==> config.mk <==
export PLATFORM = sky130hd
export DESIGN_NAME = charger_event_and_ldo_regs
export DESIGN_NICKNAME = d
export VERILOG_FILES = /design/src/charger_regs_pkg.sv /design/src/reg_bus_if.sv /design/src/serial_target.sv /design/src/charger_event_and_ldo_regs.sv
export SDC_FILE = /design/constraint.sdc
export NUM_CORES = 1
export LEC_CHECK = 0
export ABC_AREA = 1
export BUFFER_PORTS_ARGS = -buffer_cell sky130_fd_sc_hd__buf_2
export CAP_MARGIN = 40
export CORE_MARGIN = 5
export CORE_UTILIZATION = 40
export CTS_CLUSTER_DIAMETER = 150
export DETAILED_ROUTE_END_ITERATION = 16
export GPL_TIMING_DRIVEN = 0
export PLACE_DENSITY = 0.66
export SETUP_SLACK_MARGIN = 0.05
export SLEW_MARGIN = 20
export SYNTH_ARGS = -nofsm -noshare
export SYNTH_HDL_FRONTEND = slang
export SYNTH_HIERARCHICAL = 1
export SYNTH_SLANG_ARGS = --single-unit
==> constraint.sdc <==
create_clock -name clk -period 4.37 [get_ports clk]
set_input_delay 0.2185 -clock clk [delete_from_list [all_inputs] [get_ports clk]]
set_output_delay 0.2185 -clock clk [all_outputs]
set_load 0.03 [all_outputs]
==> src/charger_regs_pkg.sv <==
package charger_regs_pkg;
    localparam int          DATA_W                    = 8;
    localparam logic [7:0]  OFS_EVENT_SUMMARY         = 8'h22;
    localparam logic [7:0]  OFS_SYSTEM_EVENT_MASK     = 8'h26;
    localparam logic [7:0]  OFS_CHARGER_EVENT_FLAGS   = 8'hB0;
    localparam logic [7:0]  OFS_CHARGER_EVENT_MASK    = 8'hB1;
    localparam logic [7:0]  OFS_CHARGER_OKAY_STATUS   = 8'hB2;
    localparam logic [7:0]  OFS_CHARGER_DETAIL_ZERO   = 8'hB3;
    localparam logic [7:0]  OFS_CONFIG_BASE           = 8'hB7;
    localparam logic [7:0]  OFS_CONFIG_WRITE_LOCK     = 8'hBF;
    localparam logic [7:0]  OFS_SAFE_LDO_CONTROL      = 8'hC6;
    localparam int          DETAIL_COUNT              = 4;
    localparam int          CONFIG_COUNT              = 8;
    localparam logic [7:0]  PROTECTED_CONFIG          = 8'hBE;
    localparam logic [7:0]  RST_SYSTEM_EVENT_MASK     = 8'hFF;
    localparam logic [7:0]  RST_CHARGER_EVENT_FLAGS   = 8'h00;
    localparam logic [7:0]  RST_CHARGER_EVENT_MASK    = 8'hFF;
    localparam logic [7:0]  RST_CHARGER_OKAY_STATUS   = 8'h00;
    localparam logic [7:0]  RST_SAFE_LDO_CONTROL      = 8'h75;
    localparam logic [7:0]  RST_CONFIG                = 8'h00;
    localparam logic [7:0]  RST_CONFIG_WRITE_LOCK     = 8'h00;
    localparam int          BIT_LOW_SUPPLY_MASK       = 3;
    localparam int          BIT_DIE_HOT_HIGH_MASK     = 1;
    localparam int          BIT_DIE_HOT_LOW_MASK      = 0;
    localparam int          BIT_INTERNAL_REG_EN       = 7;
    localparam int          BIT_PROTECTED_OUT_EN      = 6;
    localparam int          BIT_PROTECTED_DISCHARGE   = 4;
    localparam int          VSEL_LSB                  = 0;
    localparam int          VSEL_W                    = 2;
    localparam logic [1:0]  VSEL_4V85                 = 2'h0;
    localparam logic [1:0]  VSEL_4V90                 = 2'h1;
    localparam logic [1:0]  VSEL_4V95                 = 2'h2;
    localparam logic [1:0]  VSEL_3V30                 = 2'h3;
    localparam int          BIT_BYPASS_NODE           = 0;
    localparam int          BIT_BATTERY_OVERCURRENT   = 1;
    localparam int          BIT_BATTERY_PRESENCE      = 2;
    localparam int          BIT_SUMMARY_CHARGER       = 0;
    localparam int          BIT_WRITE_LOCK            = 0;
    localparam logic [3:0]  LINK_BYTE_BITS            = 4'h8;

    typedef enum logic [3:0] {
        LINK_IDLE, LINK_ADDR, LINK_ACK_ADDR, LINK_REG, LINK_ACK_WRITE,
        LINK_WRITE, LINK_READ, LINK_ACK_READ
    } link_state_t;
endpackage

==> src/reg_bus_if.sv <==
interface reg_bus_if;
    logic [7:0] addr;
    logic [7:0] wdata;
    logic       we;
    logic       re;
    logic [7:0] rdata;
    modport ctrl (output addr, output wdata, output we, output re, input rdata);
    modport regs (input addr, input wdata, input we, input re, output rdata);
endinterface

==> src/serial_target.sv <==
module serial_target #(
    parameter logic [6:0] DEVICE_ADDRESS = 7'h2A  // arbitrary value
) (
    input  wire logic clk,
    input  wire logic rst,
    input  wire logic ce,
    input  wire logic scl_in,
    input  wire logic sda_in,
    output logic      sda_oe,
    reg_bus_if.ctrl   bus
);
    charger_regs_pkg::link_state_t st, next_st;
    logic [3:0] cnt, next_cnt;
    logic [7:0] shift, next_shift;
    logic [7:0] ptr, next_ptr;
    logic       rw, next_rw;
    logic       nack, next_nack;
    logic       next_oe;
    logic       scl_q, sda_q;
    logic       load, wr;
    logic       scl_rise, scl_fall, start_cond, stop_cond;

    assign scl_rise   = scl_in & ~scl_q;
    assign scl_fall   = ~scl_in & scl_q;
    assign start_cond = scl_in & scl_q & sda_q & ~sda_in;
    assign stop_cond  = scl_in & scl_q & ~sda_q & sda_in;

    assign bus.addr  = ptr;
    assign bus.wdata = shift;
    assign bus.we    = wr & ce;
    // the read strobe fires when a byte is fetched, so clear-on-read happens once per byte
    assign bus.re    = load & ce;

    always_comb begin
        next_st    = st;
        next_cnt   = cnt;
        next_shift = shift;
        next_ptr   = ptr;
        next_rw    = rw;
        next_nack  = nack;
        next_oe    = sda_oe;
        load       = 1'b0;
        wr         = 1'b0;
        if (start_cond) begin
            next_st  = charger_regs_pkg::LINK_ADDR;
            next_cnt = 4'h0;
            next_oe  = 1'b0;
        end else if (stop_cond) begin
            next_st = charger_regs_pkg::LINK_IDLE;
            next_oe = 1'b0;
        end else if (scl_rise) begin
            if (cnt < charger_regs_pkg::LINK_BYTE_BITS) begin
                next_cnt = cnt + 4'h1;
                if (st inside {charger_regs_pkg::LINK_ADDR, charger_regs_pkg::LINK_REG,
                               charger_regs_pkg::LINK_WRITE}) begin
                    next_shift = {shift[6:0], sda_in};
                end
            end
            if (st == charger_regs_pkg::LINK_ACK_READ) begin
                next_nack = sda_in;
            end
        end else if (scl_fall) begin
            unique case (st)
                charger_regs_pkg::LINK_IDLE: begin
                end
                charger_regs_pkg::LINK_ADDR: begin
                    if (cnt == charger_regs_pkg::LINK_BYTE_BITS) begin
                        if (shift[7:1] == DEVICE_ADDRESS) begin
                            next_oe = 1'b1;
                            next_rw = shift[0];
                            next_st = charger_regs_pkg::LINK_ACK_ADDR;
                        end else begin
                            next_st = charger_regs_pkg::LINK_IDLE;
                        end
                    end
                end
                charger_regs_pkg::LINK_REG, charger_regs_pkg::LINK_WRITE: begin
                    if (cnt == charger_regs_pkg::LINK_BYTE_BITS) begin
                        next_oe = 1'b1;
                        next_st = charger_regs_pkg::LINK_ACK_WRITE;
                        if (st == charger_regs_pkg::LINK_REG) begin
                            next_ptr = shift;
                        end else begin
                            wr       = 1'b1;
                            next_ptr = ptr + 8'h01;
                        end
                    end
                end
                charger_regs_pkg::LINK_ACK_ADDR: begin
                    if (rw) begin
                        load = 1'b1;
                    end else begin
                        next_oe  = 1'b0;
                        next_cnt = 4'h0;
                        next_st  = charger_regs_pkg::LINK_REG;
                    end
                end
                charger_regs_pkg::LINK_ACK_WRITE: begin
                    next_oe  = 1'b0;
                    next_cnt = 4'h0;
                    next_st  = charger_regs_pkg::LINK_WRITE;
                end
                charger_regs_pkg::LINK_READ: begin
                    if (cnt == charger_regs_pkg::LINK_BYTE_BITS) begin
                        next_oe = 1'b0;
                        next_st = charger_regs_pkg::LINK_ACK_READ;
                    end else begin
                        next_shift = {shift[6:0], 1'b0};
                        next_oe    = ~shift[6];
                    end
                end
                charger_regs_pkg::LINK_ACK_READ: begin
                    if (nack) begin
                        next_st = charger_regs_pkg::LINK_IDLE;
                    end else begin
                        load = 1'b1;
                    end
                end
                default: begin
                    next_st = charger_regs_pkg::LINK_IDLE;
                    next_oe = 1'b0;
                end
            endcase
        end
        if (load) begin
            next_shift = bus.rdata;
            next_oe    = ~bus.rdata[7];
            next_cnt   = 4'h0;
            next_ptr   = ptr + 8'h01;
            next_st    = charger_regs_pkg::LINK_READ;
        end
    end

    always_ff @(posedge clk or posedge rst) begin
        if (rst) begin
            st     <= charger_regs_pkg::LINK_IDLE;
            cnt    <= 4'h0;
            shift  <= 8'h00;
            ptr    <= 8'h00;
            rw     <= 1'b0;
            nack   <= 1'b0;
            sda_oe <= 1'b0;
            scl_q  <= 1'b1;
            sda_q  <= 1'b1;
        end else if (ce) begin
            st     <= next_st;
            cnt    <= next_cnt;
            shift  <= next_shift;
            ptr    <= next_ptr;
            rw     <= next_rw;
            nack   <= next_nack;
            sda_oe <= next_oe;
            scl_q  <= scl_in;
            sda_q  <= sda_in;
        end
    end
endmodule

==> src/charger_event_and_ldo_regs.sv <==
module charger_event_and_ldo_regs #(
    parameter logic [6:0] DEVICE_ADDRESS = 7'h2A  // arbitrary value
) (
    input  wire logic        clk,
    input  wire logic        rst,
    input  wire logic        ce,
    input  wire logic        scl_in,
    input  wire logic        sda_in,
    output logic             sda_out,
    output logic             sda_oe,
    input  wire logic [7:0]  okay_in,
    input  wire logic [31:0] detail_in,
    output logic             irq_n,
    output logic             charger_summary_event,
    output logic             low_supply_event_mask,
    output logic             die_hot_high_event_mask,
    output logic             die_hot_low_event_mask,
    output logic             internal_regulator_enable,
    output logic             protected_output_enable,
    output logic             protected_output_discharge_enable,
    output logic [1:0]       protected_output_voltage_select,
    output logic [63:0]      config_settings,
    output logic             config_write_lock
);
    reg_bus_if bus ();

    logic [7:0] system_event_mask,   next_system_event_mask;
    logic [7:0] charger_event_flags, next_charger_event_flags;
    logic [7:0] charger_event_mask,  next_charger_event_mask;
    logic [7:0] charger_okay_status, next_charger_okay_status;
    logic [7:0] safe_ldo_control,    next_safe_ldo_control;
    logic [7:0] write_lock,          next_write_lock;
    logic [7:0] cfg      [charger_regs_pkg::CONFIG_COUNT];
    logic [7:0] next_cfg [charger_regs_pkg::CONFIG_COUNT];
    logic       next_irq_n;
    logic       next_summary;
    logic [7:0] okay_change;
    logic       flags_read;
    logic [7:0] rd;

    serial_target #(
        .DEVICE_ADDRESS (DEVICE_ADDRESS)
    ) u_link (
        .clk    (clk),
        .rst    (rst),
        .ce     (ce),
        .scl_in (scl_in),
        .sda_in (sda_in),
        .sda_oe (sda_oe),
        .bus    (bus.ctrl)
    );

    // open-drain: the line is only ever pulled low
    assign sda_out = 1'b0;

    assign low_supply_event_mask   = system_event_mask[charger_regs_pkg::BIT_LOW_SUPPLY_MASK];
    assign die_hot_high_event_mask = system_event_mask[charger_regs_pkg::BIT_DIE_HOT_HIGH_MASK];
    assign die_hot_low_event_mask  = system_event_mask[charger_regs_pkg::BIT_DIE_HOT_LOW_MASK];
    assign internal_regulator_enable =
        safe_ldo_control[charger_regs_pkg::BIT_INTERNAL_REG_EN];
    assign protected_output_enable =
        safe_ldo_control[charger_regs_pkg::BIT_PROTECTED_OUT_EN];
    assign protected_output_discharge_enable =
        safe_ldo_control[charger_regs_pkg::BIT_PROTECTED_DISCHARGE];
    assign protected_output_voltage_select =
        safe_ldo_control[charger_regs_pkg::VSEL_LSB +: charger_regs_pkg::VSEL_W];
    assign config_write_lock = write_lock[charger_regs_pkg::BIT_WRITE_LOCK];

    for (genvar g = 0; g < charger_regs_pkg::CONFIG_COUNT; g++) begin : g_cfg_out
        assign config_settings[g*8 +: 8] = cfg[g];
    end

    // read mux; detail registers pass the analog side's words straight through
    always_comb begin
        rd = 8'h00;
        unique case (bus.addr)
            charger_regs_pkg::OFS_EVENT_SUMMARY: begin
                rd[charger_regs_pkg::BIT_SUMMARY_CHARGER] = charger_summary_event;
            end
            charger_regs_pkg::OFS_SYSTEM_EVENT_MASK:   rd = system_event_mask;
            charger_regs_pkg::OFS_CHARGER_EVENT_FLAGS: rd = charger_event_flags;
            charger_regs_pkg::OFS_CHARGER_EVENT_MASK:  rd = charger_event_mask;
            charger_regs_pkg::OFS_CHARGER_OKAY_STATUS: rd = charger_okay_status;
            charger_regs_pkg::OFS_CONFIG_WRITE_LOCK:   rd = write_lock;
            charger_regs_pkg::OFS_SAFE_LDO_CONTROL:    rd = safe_ldo_control;
            default: begin
                for (int i = 0; i < charger_regs_pkg::DETAIL_COUNT; i++) begin
                    if (bus.addr == 8'(charger_regs_pkg::OFS_CHARGER_DETAIL_ZERO + i)) begin
                        rd = detail_in[i*8 +: 8];
                    end
                end
                for (int i = 0; i < charger_regs_pkg::CONFIG_COUNT; i++) begin
                    if (bus.addr == 8'(charger_regs_pkg::OFS_CONFIG_BASE + i)) begin
                        rd = cfg[i];
                    end
                end
            end
        endcase
    end
    assign bus.rdata = rd;

    always_comb begin
        next_system_event_mask = system_event_mask;
        next_charger_event_mask = charger_event_mask;
        next_safe_ldo_control = safe_ldo_control;
        next_write_lock = write_lock;
        if (bus.we) begin
            if (bus.addr == charger_regs_pkg::OFS_SYSTEM_EVENT_MASK) begin
                next_system_event_mask = bus.wdata;
            end
            if (bus.addr == charger_regs_pkg::OFS_CHARGER_EVENT_MASK) begin
                next_charger_event_mask = bus.wdata;
            end
            if (bus.addr == charger_regs_pkg::OFS_SAFE_LDO_CONTROL) begin
                next_safe_ldo_control = bus.wdata;
            end
            if (bus.addr == charger_regs_pkg::OFS_CONFIG_WRITE_LOCK) begin
                next_write_lock = bus.wdata;
            end
        end
        for (int i = 0; i < charger_regs_pkg::CONFIG_COUNT; i++) begin
            next_cfg[i] = cfg[i];
            if (bus.we && bus.addr == 8'(charger_regs_pkg::OFS_CONFIG_BASE + i)
                && !(write_lock[charger_regs_pkg::BIT_WRITE_LOCK]
                     && charger_regs_pkg::PROTECTED_CONFIG[i])) begin
                next_cfg[i] = bus.wdata;
            end
        end
    end

    // the okay byte is registered once; its change against the registered copy is the event
    always_comb begin
        next_charger_okay_status = okay_in;
        okay_change = okay_in ^ charger_okay_status;
        flags_read = bus.re && bus.addr == charger_regs_pkg::OFS_CHARGER_EVENT_FLAGS;
        // the change term is or-ed in after the clear, so a same-cycle event survives
        next_charger_event_flags =
            (flags_read ? 8'h00 : charger_event_flags) | okay_change;
        next_summary = |next_charger_event_flags;
        next_irq_n = ~|(next_charger_event_flags & ~next_charger_event_mask);
    end

    always_ff @(posedge clk or posedge rst) begin
        if (rst) begin
            system_event_mask     <= charger_regs_pkg::RST_SYSTEM_EVENT_MASK;
            charger_event_flags   <= charger_regs_pkg::RST_CHARGER_EVENT_FLAGS;
            charger_event_mask    <= charger_regs_pkg::RST_CHARGER_EVENT_MASK;
            charger_okay_status   <= charger_regs_pkg::RST_CHARGER_OKAY_STATUS;
            safe_ldo_control      <= charger_regs_pkg::RST_SAFE_LDO_CONTROL;
            write_lock            <= charger_regs_pkg::RST_CONFIG_WRITE_LOCK;
            irq_n                 <= 1'b1;
            charger_summary_event <= 1'b0;
            for (int i = 0; i < charger_regs_pkg::CONFIG_COUNT; i++) begin
                cfg[i] <= charger_regs_pkg::RST_CONFIG;
            end
        end else if (ce) begin
            system_event_mask     <= next_system_event_mask;
            charger_event_flags   <= next_charger_event_flags;
            charger_event_mask    <= next_charger_event_mask;
            charger_okay_status   <= next_charger_okay_status;
            safe_ldo_control      <= next_safe_ldo_control;
            write_lock            <= next_write_lock;
            irq_n                 <= next_irq_n;
            charger_summary_event <= next_summary;
            for (int i = 0; i < charger_regs_pkg::CONFIG_COUNT; i++) begin
                cfg[i] <= next_cfg[i];
            end
        end
    end
endmodule

Word level (Yosys, flattened, before mapping). Cells that the tools add are included.

Logic and storage cells: 224. Register bits after elaboration: 143. Input bits: 45. Output and inout port bits: 77.

$lt $le $gt $ge: 1. Bitwise logic cells: 22. Add/sub/neg operators: 2. Reduce and logical (&&, ||, !) cells: 49. Multiplexer cells: 79. Equality and inequality tests: 46.

Operators by type and width (count): 2-to-1 mux 8 bit (32); equality test 8 bit (second input constant) (17); 2-to-1 mux 4 bit (17); one-hot mux 7 bit (7 select lines) (1); one-hot mux 4 bit (7 select lines) (1); AND reduction 8 bit (3); 2-to-1 mux 1 bit (23); equality test 4 x 3 -> 1 bit (second input constant) (4); equality test 8 x 6 -> 1 bit (second input constant) (2); AND reduction 2 bit (8); OR reduction 8 bit (2); logical AND 1 bit (15); inequality test 5 x 1 -> 1 bit (second input constant) (3); inequality test 5 x 2 -> 1 bit (second input constant) (2); inequality test 5 bit (second input constant) (2); bitwise AND 1 bit (9); inverter 1 bit (9); AND reduction 3 bit (3); AND reduction 9 bit (1); nonzero test 3 bit (3); adder 8 x 1 -> 8 bit (second input constant) (1); bitwise AND 8 bit (1); equality test 4 x 2 -> 1 bit (second input constant) (2); inequality test 4 x 1 -> 1 bit (second input constant) (2); other kinds (26) (36).

Depth between registers and ports, before layout. Gate-level depths: netlist of the first run.

Depth after elaboration: 16. Mapped depth: 17. Gate-level depth less buffers: 15.

Modules after synthesis. The synthesis of the first run kept the hierarchy.

Modules (own cells, without submodules): charger_event_and_ldo_regs (seq. area each 2880.3 sq um, area an instance 5848.1 sq um, instances 1, cells an instance 765); serial_target (seq. area each 703.2 sq um, area an instance 1965.6 sq um, instances 1, cells an instance 276).

Worst setup path after synthesis of the first run. No wires, ideal clock.

Path type: flip-flop to flip-flop. Start point: register u_link.cnt[0]. End point: register cfg, in the netlist config_settings[9]. Required time: 4.242 ns. Period minus slack after synthesis: 2.222 ns. Buffers on the path: 1. Setup time: 0.128 ns. Cell stages (with the launch flop): 11. Data arrival time: 2.094 ns. Setup slack: 2.148 ns. Cell sequence: dfrtp_1 -> inv_1 -> ha_1 -> nand3_1 -> nor4_1 -> nand2_1 -> nor2_1 -> nand4_1 -> clkbuf_1 -> nand2_1 -> o21ai_1.

Cells in the longest elaborated chain, start to end: 11.

RTL lines: from (decl) (line serial_target.sv:13) `logic [3:0] cnt, next_cnt;`; from (signal assigned) (line serial_target.sv:147) `cnt <= next_cnt;`; equality test 4 bit (line serial_target.sv:78) `if (cnt == charger_regs_pkg::LINK_BYTE_BITS) begin`; 2-to-1 mux 1 bit (line serial_target.sv:78); 2-to-1 mux 1 bit (line serial_target.sv:63) `unique case (st)`; 2-to-1 mux 1 bit (line serial_target.sv:62) `end else if (scl_fall) begin`; 2-to-1 mux 1 bit (line serial_target.sv:51) `end else if (scl_rise) begin`; 2-to-1 mux 1 bit (line serial_target.sv:48) `end else if (stop_cond) begin`; 2-to-1 mux 1 bit (line serial_target.sv:44) `if (start_cond) begin`; bitwise AND 1 bit (line serial_target.sv:30) `assign bus.we = wr & ce;`; named net bus.we (line reg_bus_if.sv:4) `logic we;`; logical AND 1 bit (line charger_event_and_ldo_regs.sv:123) `if (bus.we && bus.addr == 8'(charger_regs_pkg::OFS_CONFIG_BASE + i)`; logical AND 1 bit (line charger_event_and_ldo_regs.sv:124) `&& !(write_lock[charger_regs_pkg::BIT_WRITE_LOCK]`; AND reduction 2 bit (no source line); to (signal, indexed assignment) (line charger_event_and_ldo_regs.sv:154) `cfg[i] <= charger_regs_pkg::RST_CONFIG;`; to (signal, indexed assignment) (line charger_event_and_ldo_regs.sv:166) `cfg[i] <= next_cfg[i];`; to (decl) (line charger_event_and_ldo_regs.sv:33) `logic [7:0] cfg [charger_regs_pkg::CONFIG_COUNT];`.

The timed path passes the listed nets, and every way through them passes these cells. A chain may end at the register's enable or synchronous reset.

Worst setup path in the final report of the first run. Same ends and word-level chain as after synthesis.

==> results of run 1 <==
-- layout by cell type, fill, tap and decap left out, types with 7 or more instances in the layout --
cell type | netlist | layout
o21ai_0 | 122 | 122
xnor2_1 | 10 | 10
o22ai_1 | 7 | 7
dfrtp_1 | 118 | 118
nand3_1 | 62 | 62
inv_2 | 14 | 15
nor2_1 | 68 | 68
buf_4 | 7 | 7
inv_1 | 99 | 97
dfstp_2 | 24 | 24
clkinv_4 | 0 | 7
nand4_1 | 24 | 24
clkbuf_1 | 18 | 18
buf_2 | 4 | 123
a21oi_1 | 7 | 7
o21ai_1 | 40 | 40
clkbuf_16 | 0 | 17
nor3_1 | 11 | 11
nand2_1 | 332 | 332
-- path summary, 6_finish.rpt --
check / end / cells after the start
worst max-delay path: config_settings[9]$_DFFE_PP0P_ / 10
worst min-delay path: charger_okay_status[5]$_DFFE_PP0P_ / 3
worst max register to register: config_settings[9]$_DFFE_PP0P_ / 10
worst min register to register: irq_n$_DFFE_PP1P_ / 2
max in group asynchronous: charger_event_mask[4]$_DFFE_PP1P_ / 4
min in group asynchronous: config_settings[47]$_DFFE_PP0P_ / 3
-- power groups by stage --
stage               clock network (mW)  logic (mW)  registers [mW]
floorplan                            0       0.188            1.42
finish                            1.48       0.306            1.42
global placement                     0       0.295            1.44
global route                      1.56       0.341            1.43
CTS                               1.50       0.304            1.42
detailed placement                   0       0.302            1.44
-- area by class of cell --
cell class	count	area (µm²)
multi-input cells	752	3615
fillers	1887	9951
plain buffers	33	185.2
repair buffers	121	633.1
inverters	114	435.4
flip-flops and latches	142	3583
clock buffers	18	439.2
clock inverters	14	161.4
well taps	265	331.6
-- metal layers --
metal  track usage (%)  vias up  share of wire, %
met4             7.274        0               2.4
li1                  -     3651                 -
met2             34.93      279                46
met5                 0        -                 0
met1             30.92     3542                44
met3             5.391       40               7.7
-- registers in the layout, indices dropped and copies added (netlist names), 8 cells and up --
| name | flops |
|---|---|
| charger_event_flags | 8 |
| charger_event_mask | 8 |
| charger_okay_status | 8 |
| config_settings | 64 |
| safe_ldo_control | 8 |
| system_event_mask | 8 |
| u_link/bus.addr | 8 |
| u_link/bus.wdata | 8 |
| write_lock | 8 |
-- stage by stage --
stage | cell area (µm²) | total power [mW] | hold slack (ns) | utilization, % | setup TNS [ns]
after floorplan | 7814 | 1.612 | 0.2824 | - | 0
after global placement | 8741 | 1.736 | 0.4474 | 45.21 | -21.83
after detailed placement | 8773 | 1.744 | 0.3814 | 45.38 | 0
after CTS | 9384 | 3.218 | 0.01054 | 48.53 | 0
after global routing | 9384 | 3.324 | 0.02932 | 48.53 | 0
final | 9384 | 3.206 | 0.02635 | 48.53 | 0
-- worst register-to-register path, cell delays in order, from the launching register on --
cell and delay [ns]:
dfrtp_1 0.42, inv_1 0.07, ha_1 0.14, nand3_1 0.18, nor4_1 0.65, nand2_1 0.24
nor2_1 0.47, nand4_1 0.44, clkbuf_1 0.33, nand2_1 0.10, o21ai_1 0.06
-- cells by family (layout without fill, tap and decap cells) --
family                   count (synthesis)  count (layout)  synth area share [%]
AO/OA/AOI/OAI                          188             188                 12.91
flip-flops                             142             142                 45.86
XOR/XNOR                                13              13                 1.457
multiplexers                             1               1                0.1281
adder cells (fa/ha/maj)                  3               3                0.4804
buffers and inverters                  147             300                 7.878
AND/OR/NAND/NOR                        546             546                 31.24
other                                    1               1               0.04799
-- timing repair --
action                                 in CTS  in global routing
setup buffers                               0                  0
hold buffers                                1                  0
endpoints found under the hold margin      88                  0
gates resized for setup                     0                  0
==> results.sh, run 1 <==
export IMPL_internal_power_mw=2.320
export IMPL_ctsRootBufferMaster="clkbuf_16"
export IMPL_drt_iter0_markers=653
export IMPL_cts_inserted_buffers=17
export IMPL_crit_required_ns=4.67
export IMPL_num_vias=7512
export IMPL_synth_area_leaders="dfrtp_1 (38%), nand2_1 (16%), dfstp_2 (8.1%)"
export IMPL_tightest_slew_ns=0.7137
export IMPL_r2r_start="u_link/cnt[0]$_DFFE_PP0P_"
export IMPL_end_kind="flip-flop"
export IMPL_die_area_mm2=0.02243
export IMPL_hpwl_um=18350
export IMPL_clock_sinks=142
export IMPL_grt_pass1_wl_um=38730
export IMPL_ys_ff_latch=142
export IMPL_detailedRoute_firstPassIterationCount=5
export IMPL_critPathKind="reg2reg"
export IMPL_p_sw_uw=885.7
export IMPL_start_util_pct=40.41
export IMPL_finalMaxSlewViolations=0
export IMPL_setup_viol_count_final=0
export IMPL_synthFlopType="dfrtp_1"
export IMPL_cp_top_family="simple AND/OR/NAND/NOR gates"
export IMPL_fin_crit_ns=3.243
export IMPL_cp_slowest_cell="nor4_1"
export IMPL_drc=0
export IMPL_min_path_type="in2reg"
export IMPL_n_antenna_cell=0
export IMPL_status="completed"
export IMPL_synth_commonest_cells="nand2_1 (332), o21ai_0 (122), dfrtp_1 (118)"
export IMPL_synth_top_area_cell="dfrtp_1"
export IMPL_wl_per_cell_um=16.83
export IMPL_synth_edff_count=0
export IMPL_crit_start="u_link/cnt[0]$_DFFE_PP0P_"
export IMPL_clk_path_buf_depth=2
export IMPL_grt_use_total_pct=22.42
export IMPL_rrSetupSlack_ns=1.13
export IMPL_finalCritPeriodShare_pct=74.21
export IMPL_via_per_inst=5.149
export IMPL_fmax_mhz=308.4
export IMPL_dpl_cell_count=1426
export IMPL_ys_warn_count=6
export IMPL_io_pins=122
export IMPL_syn_inst=1041
export IMPL_crit_path_start_kind="flip-flop"
export IMPL_synth_area_mm2=0.007814
export IMPL_yosysTopAreaCellShare_pct=37.79
export IMPL_holdCritStartpoint="okay_in[5]"
export IMPL_p_seq_share_pct=44.3
export IMPL_worst_path_buf_inv=2
export IMPL_p_per_area_mw_per_mm2=341.6
export IMPL_crit_path_cell_trace="inv_1 > ha_1 > nand3_1 > nor4_1 > nand2_1 > nor2_1 > nand4_1 > clkbuf_1 > nand2_1 > o21ai_1"
export IMPL_clk_pin_slew_ns=0.07
export IMPL_pwr_share_clk_pct=46.2
export IMPL_yosysSeqAreaShare_pct=45.86
export IMPL_p_leak_nw=4.591
export IMPL_grt_pass1_vias=7217
export IMPL_die_w_um=149.8
export IMPL_core_region_area_mm2=0.01933
export IMPL_htree_levels=4
export IMPL_gr_total_overflow=0
export IMPL_crit_top_cell="nand2_1"
export IMPL_clk_latency_ns=0.44
export IMPL_die_h_um=149.8
export IMPL_cp_max_fo=10
export IMPL_synth_most_common_cell="nand2_1"
export IMPL_nets=1229
export IMPL_syn_area_per_cell_um2=7.506
export IMPL_core_rowCount=51
export IMPL_synthToLayoutAreaGrowth_pct=20.10
export IMPL_drv_cap=0
export IMPL_gp_congestion=0.8936
export IMPL_crit_arrival_ns=3.54
export IMPL_peakVddDrop_mv=0.2864
export IMPL_place_ws_ns=1.159
export IMPL_ant_nets=0
export IMPL_antenna_found_initial=0
export IMPL_syn_nets=1089
export IMPL_rsz0062_at_grt="no"
export IMPL_postRouteWirelength_um=24560
export IMPL_fin_skew_ns=0.008362
export IMPL_portBuffers=119
export IMPL_grt_max_degree=72
export IMPL_swShare_pct=27.63
export IMPL_relSlewSlack_pct=51.98
export IMPL_synth_distinct_cells=45
export IMPL_fin_ws_ns=1.127
export IMPL_hold_violations=0
export IMPL_drive_above_1_share_pct=20.77
export IMPL_stdcell_count=1459
export IMPL_power_frac_comb_pct=9.5
export IMPL_async_flop_share_pct=100.0
export IMPL_cts_tree="yes"
export IMPL_max_stage_delay_ns=0.65
(Power assumes the default switching activity.)
==> run 2, diff against run 1 <==
==> constraint.sdc (replaced) <==
create_clock -name clk -period 3.34 [get_ports clk]
set_input_delay 0.167 -clock clk [delete_from_list [all_inputs] [get_ports clk]]
set_output_delay 0.167 -clock clk [all_outputs]
set_load 0.03 [all_outputs]
==> run 2 against run 1 <==
  * First-iteration DRC count down 6.0%
  * Clock skew is essentially flat
  * Critical path depth rose by 3
  * Utilization is 0.56 points higher
  * Final cell count rose by 0.69%
  * Combinational power rose by 34%
  * Clock power grew 31%
  * Count of clock-buffer cells in the layout stayed put
  * Highest routed layer unchanged
  * Global-route usage grew 0.11 points
  * Largest power group unchanged
  * Critical path type unchanged
==> results.sh, run 2 (same netlist as run 1, synthesis figures left out) <==
export IMPL_status="completed"
export IMPL_die_h_um=149.8
export IMPL_crit_required_ns=3.71
export IMPL_grt_pass1_wl_um=38940
export IMPL_die_w_um=149.8
export IMPL_use_met1_pct=30.98
export IMPL_crit_top_cell="nand2_1"
export IMPL_grt_pass1_vias=7272
export IMPL_drv_cap=0
export IMPL_final_common_cell="nand2_1"
export IMPL_drc=0
export IMPL_gr_total_overflow=0
export IMPL_final_util_pct=49.10
export IMPL_clk_latency_ns=0.44
export IMPL_layout_common_cells="nand2_1 (332), buf_2 (123), o21ai_0 (122), dfrtp_1 (118), inv_1 (97)"
export IMPL_clock_sinks=142
export IMPL_drive_above_1_share_pct=20.76
export IMPL_htree_levels=4
export IMPL_num_fill_cells=1877
export IMPL_finalMaxSlewViolations=0
export IMPL_grt_max_degree=72
export IMPL_peakVddDrop_mv=0.3742
export IMPL_max_stage_delay_ns=0.58
export IMPL_top_usage_layer="met2"
export IMPL_cts_inserted_buffers=17
export IMPL_die_area_mm2=0.02243
export IMPL_fin_crit_ns=2.866
export IMPL_start_util_pct=40.41
export IMPL_wl_per_cell_um=16.88
export IMPL_cp_max_fo=10
export IMPL_tightest_slew_ns=0.7234
export IMPL_portBuffers=119
export IMPL_hold_violations=0
export IMPL_gp_congestion=0.8936
export IMPL_ctsRootBufferMaster="clkbuf_16"
export IMPL_finalCritPeriodShare_pct=85.79
export IMPL_synthToLayoutAreaGrowth_pct=21.49
export IMPL_postRouteWirelength_um=24790
export IMPL_min_path_type="in2reg"
export IMPL_clk_path_buf_depth=2
export IMPL_fmax_mhz=349.0
export IMPL_end_kind="flip-flop"
export IMPL_crit_path_start_kind="flip-flop"
export IMPL_critPathKind="reg2reg"
export IMPL_ant_nets=0
export IMPL_crit_path_cell_trace="inv_1 > nand2_1 > nor2_8 > buf_4 > buf_2 > nand2_1 > o22ai_1 > nor3_1 > nand4_1 > nand3b_1 > nand2_1 > nand4_1 > nand2_1"
export IMPL_gr_usage_met3_pct=5.391
export IMPL_relSlewSlack_pct=51.78
export IMPL_largest_reg_flops=64
export IMPL_nets=1239
export IMPL_antenna_found_initial=0
export IMPL_setup_viol_count_final=0
export IMPL_num_vias=7544
export IMPL_detailedRoute_firstPassIterationCount=5
export IMPL_stdcell_count=1469
export IMPL_p_leak_nw=4.632
export IMPL_fin_skew_ns=0.008845
export IMPL_cts_setup_buffers=0
export IMPL_hpwl_um=18350
export IMPL_rsz0062_at_grt="no"
export IMPL_io_pins=122
export IMPL_core_rowCount=51
export IMPL_crit_arrival_ns=3.24
export IMPL_worst_path_buf_inv=3
export IMPL_via_per_inst=5.135
export IMPL_fin_setup_tns_ns=0
export IMPL_p_per_area_mw_per_mm2=442.8
export IMPL_use_met2_pct=35.25
export IMPL_drt_iter0_markers=614
export IMPL_clk_pin_slew_ns=0.06
export IMPL_core_region_area_mm2=0.01933
export IMPL_place_ws_ns=0.1287
export IMPL_cp_top_family="simple AND/OR/NAND/NOR gates"
export IMPL_fin_ws_ns=0.4745
export IMPL_cp_slowest_cell="nor3_1"
export IMPL_dpl_cell_count=1426
export IMPL_n_antenna_cell=0
export IMPL_grt_use_total_pct=22.53
export IMPL_cts_tree="yes"
[run 2: cell count changes in the layout (fill, tap and decap cells not counted), sizes merged]
cell	before	now
dlygate4sd3	1	11
[run 2: metrics by stage]
stage               hold WS, ns  power (mW)  cell area [µm²]
floorplan                0.2309       2.109             7814
global placement         0.3959       2.271             8741
detailed placement       0.3299       2.282             8773
CTS                      0.1091       4.220             9484
global route             0.1454       4.358             9493
finish                   0.1207       4.203             9493
[run 2: worst paths after layout]
kind | end | cells after the start | slack (ns) | startpoint
min reg2reg | irq_n$_DFFE_PP1P_ | 2 | 0.47 | irq_n$_DFFE_PP1P_
min | u_link/sda_q$_DFFE_PP1P_ | 3 | 0.12 | ce
min in group asynchronous | config_settings[47]$_DFFE_PP0P_ | 3 | 0.40 | rst
max | u_link/sda_oe$_DFFE_PP0P_ | 13 | 0.47 | u_link/bus.addr[6]$_DFFE_PP0P_
max in group asynchronous | charger_event_mask[4]$_DFFE_PP1P_ | 4 | 2.22 | rst
max reg2reg | u_link/sda_oe$_DFFE_PP0P_ | 13 | 0.47 | u_link/bus.addr[6]$_DFFE_PP0P_
[run 2: worst min-delay path: stages]
cell     delay [ns]
buf_2          0.21
nand2_1        0.10
o21ai_0        0.07
[run 2: final cells by class]
cell class	instances	area [µm²]	area share [%]
repair buffers	131	733.2	7.724
flip-flops and latches	142	3583	37.75
clock buffers	18	439.2	4.626
clock inverters	14	161.4	1.700
inverters	114	435.4	4.587
plain buffers	33	185.2	1.951
well taps	265	331.6	3.493
multi-input cells	752	3623	38.17
[run 2: timing repair]
action,4_1_cts,5_1_grt
hold buffers,11,0
gates resized for setup,0,2
setup endpoints to repair,0,20
hold endpoints to repair,98,0
[run 2: power by group]
part / total (mW) / internal [mW] / switching [mW]
combinational: 0.409 / 0.120 / 0.289
sequential: 1.86 / 1.79 / 0.0648
clock: 1.94 / 1.13 / 0.806
[run 2: metal layers]
layer / vias up / wire length, µm
met1: 3568 / 10920
met3: 37 / 1880
met5: - / 0
met2: 264 / 11430
li1: 3675 / -
met4: 0 / 566
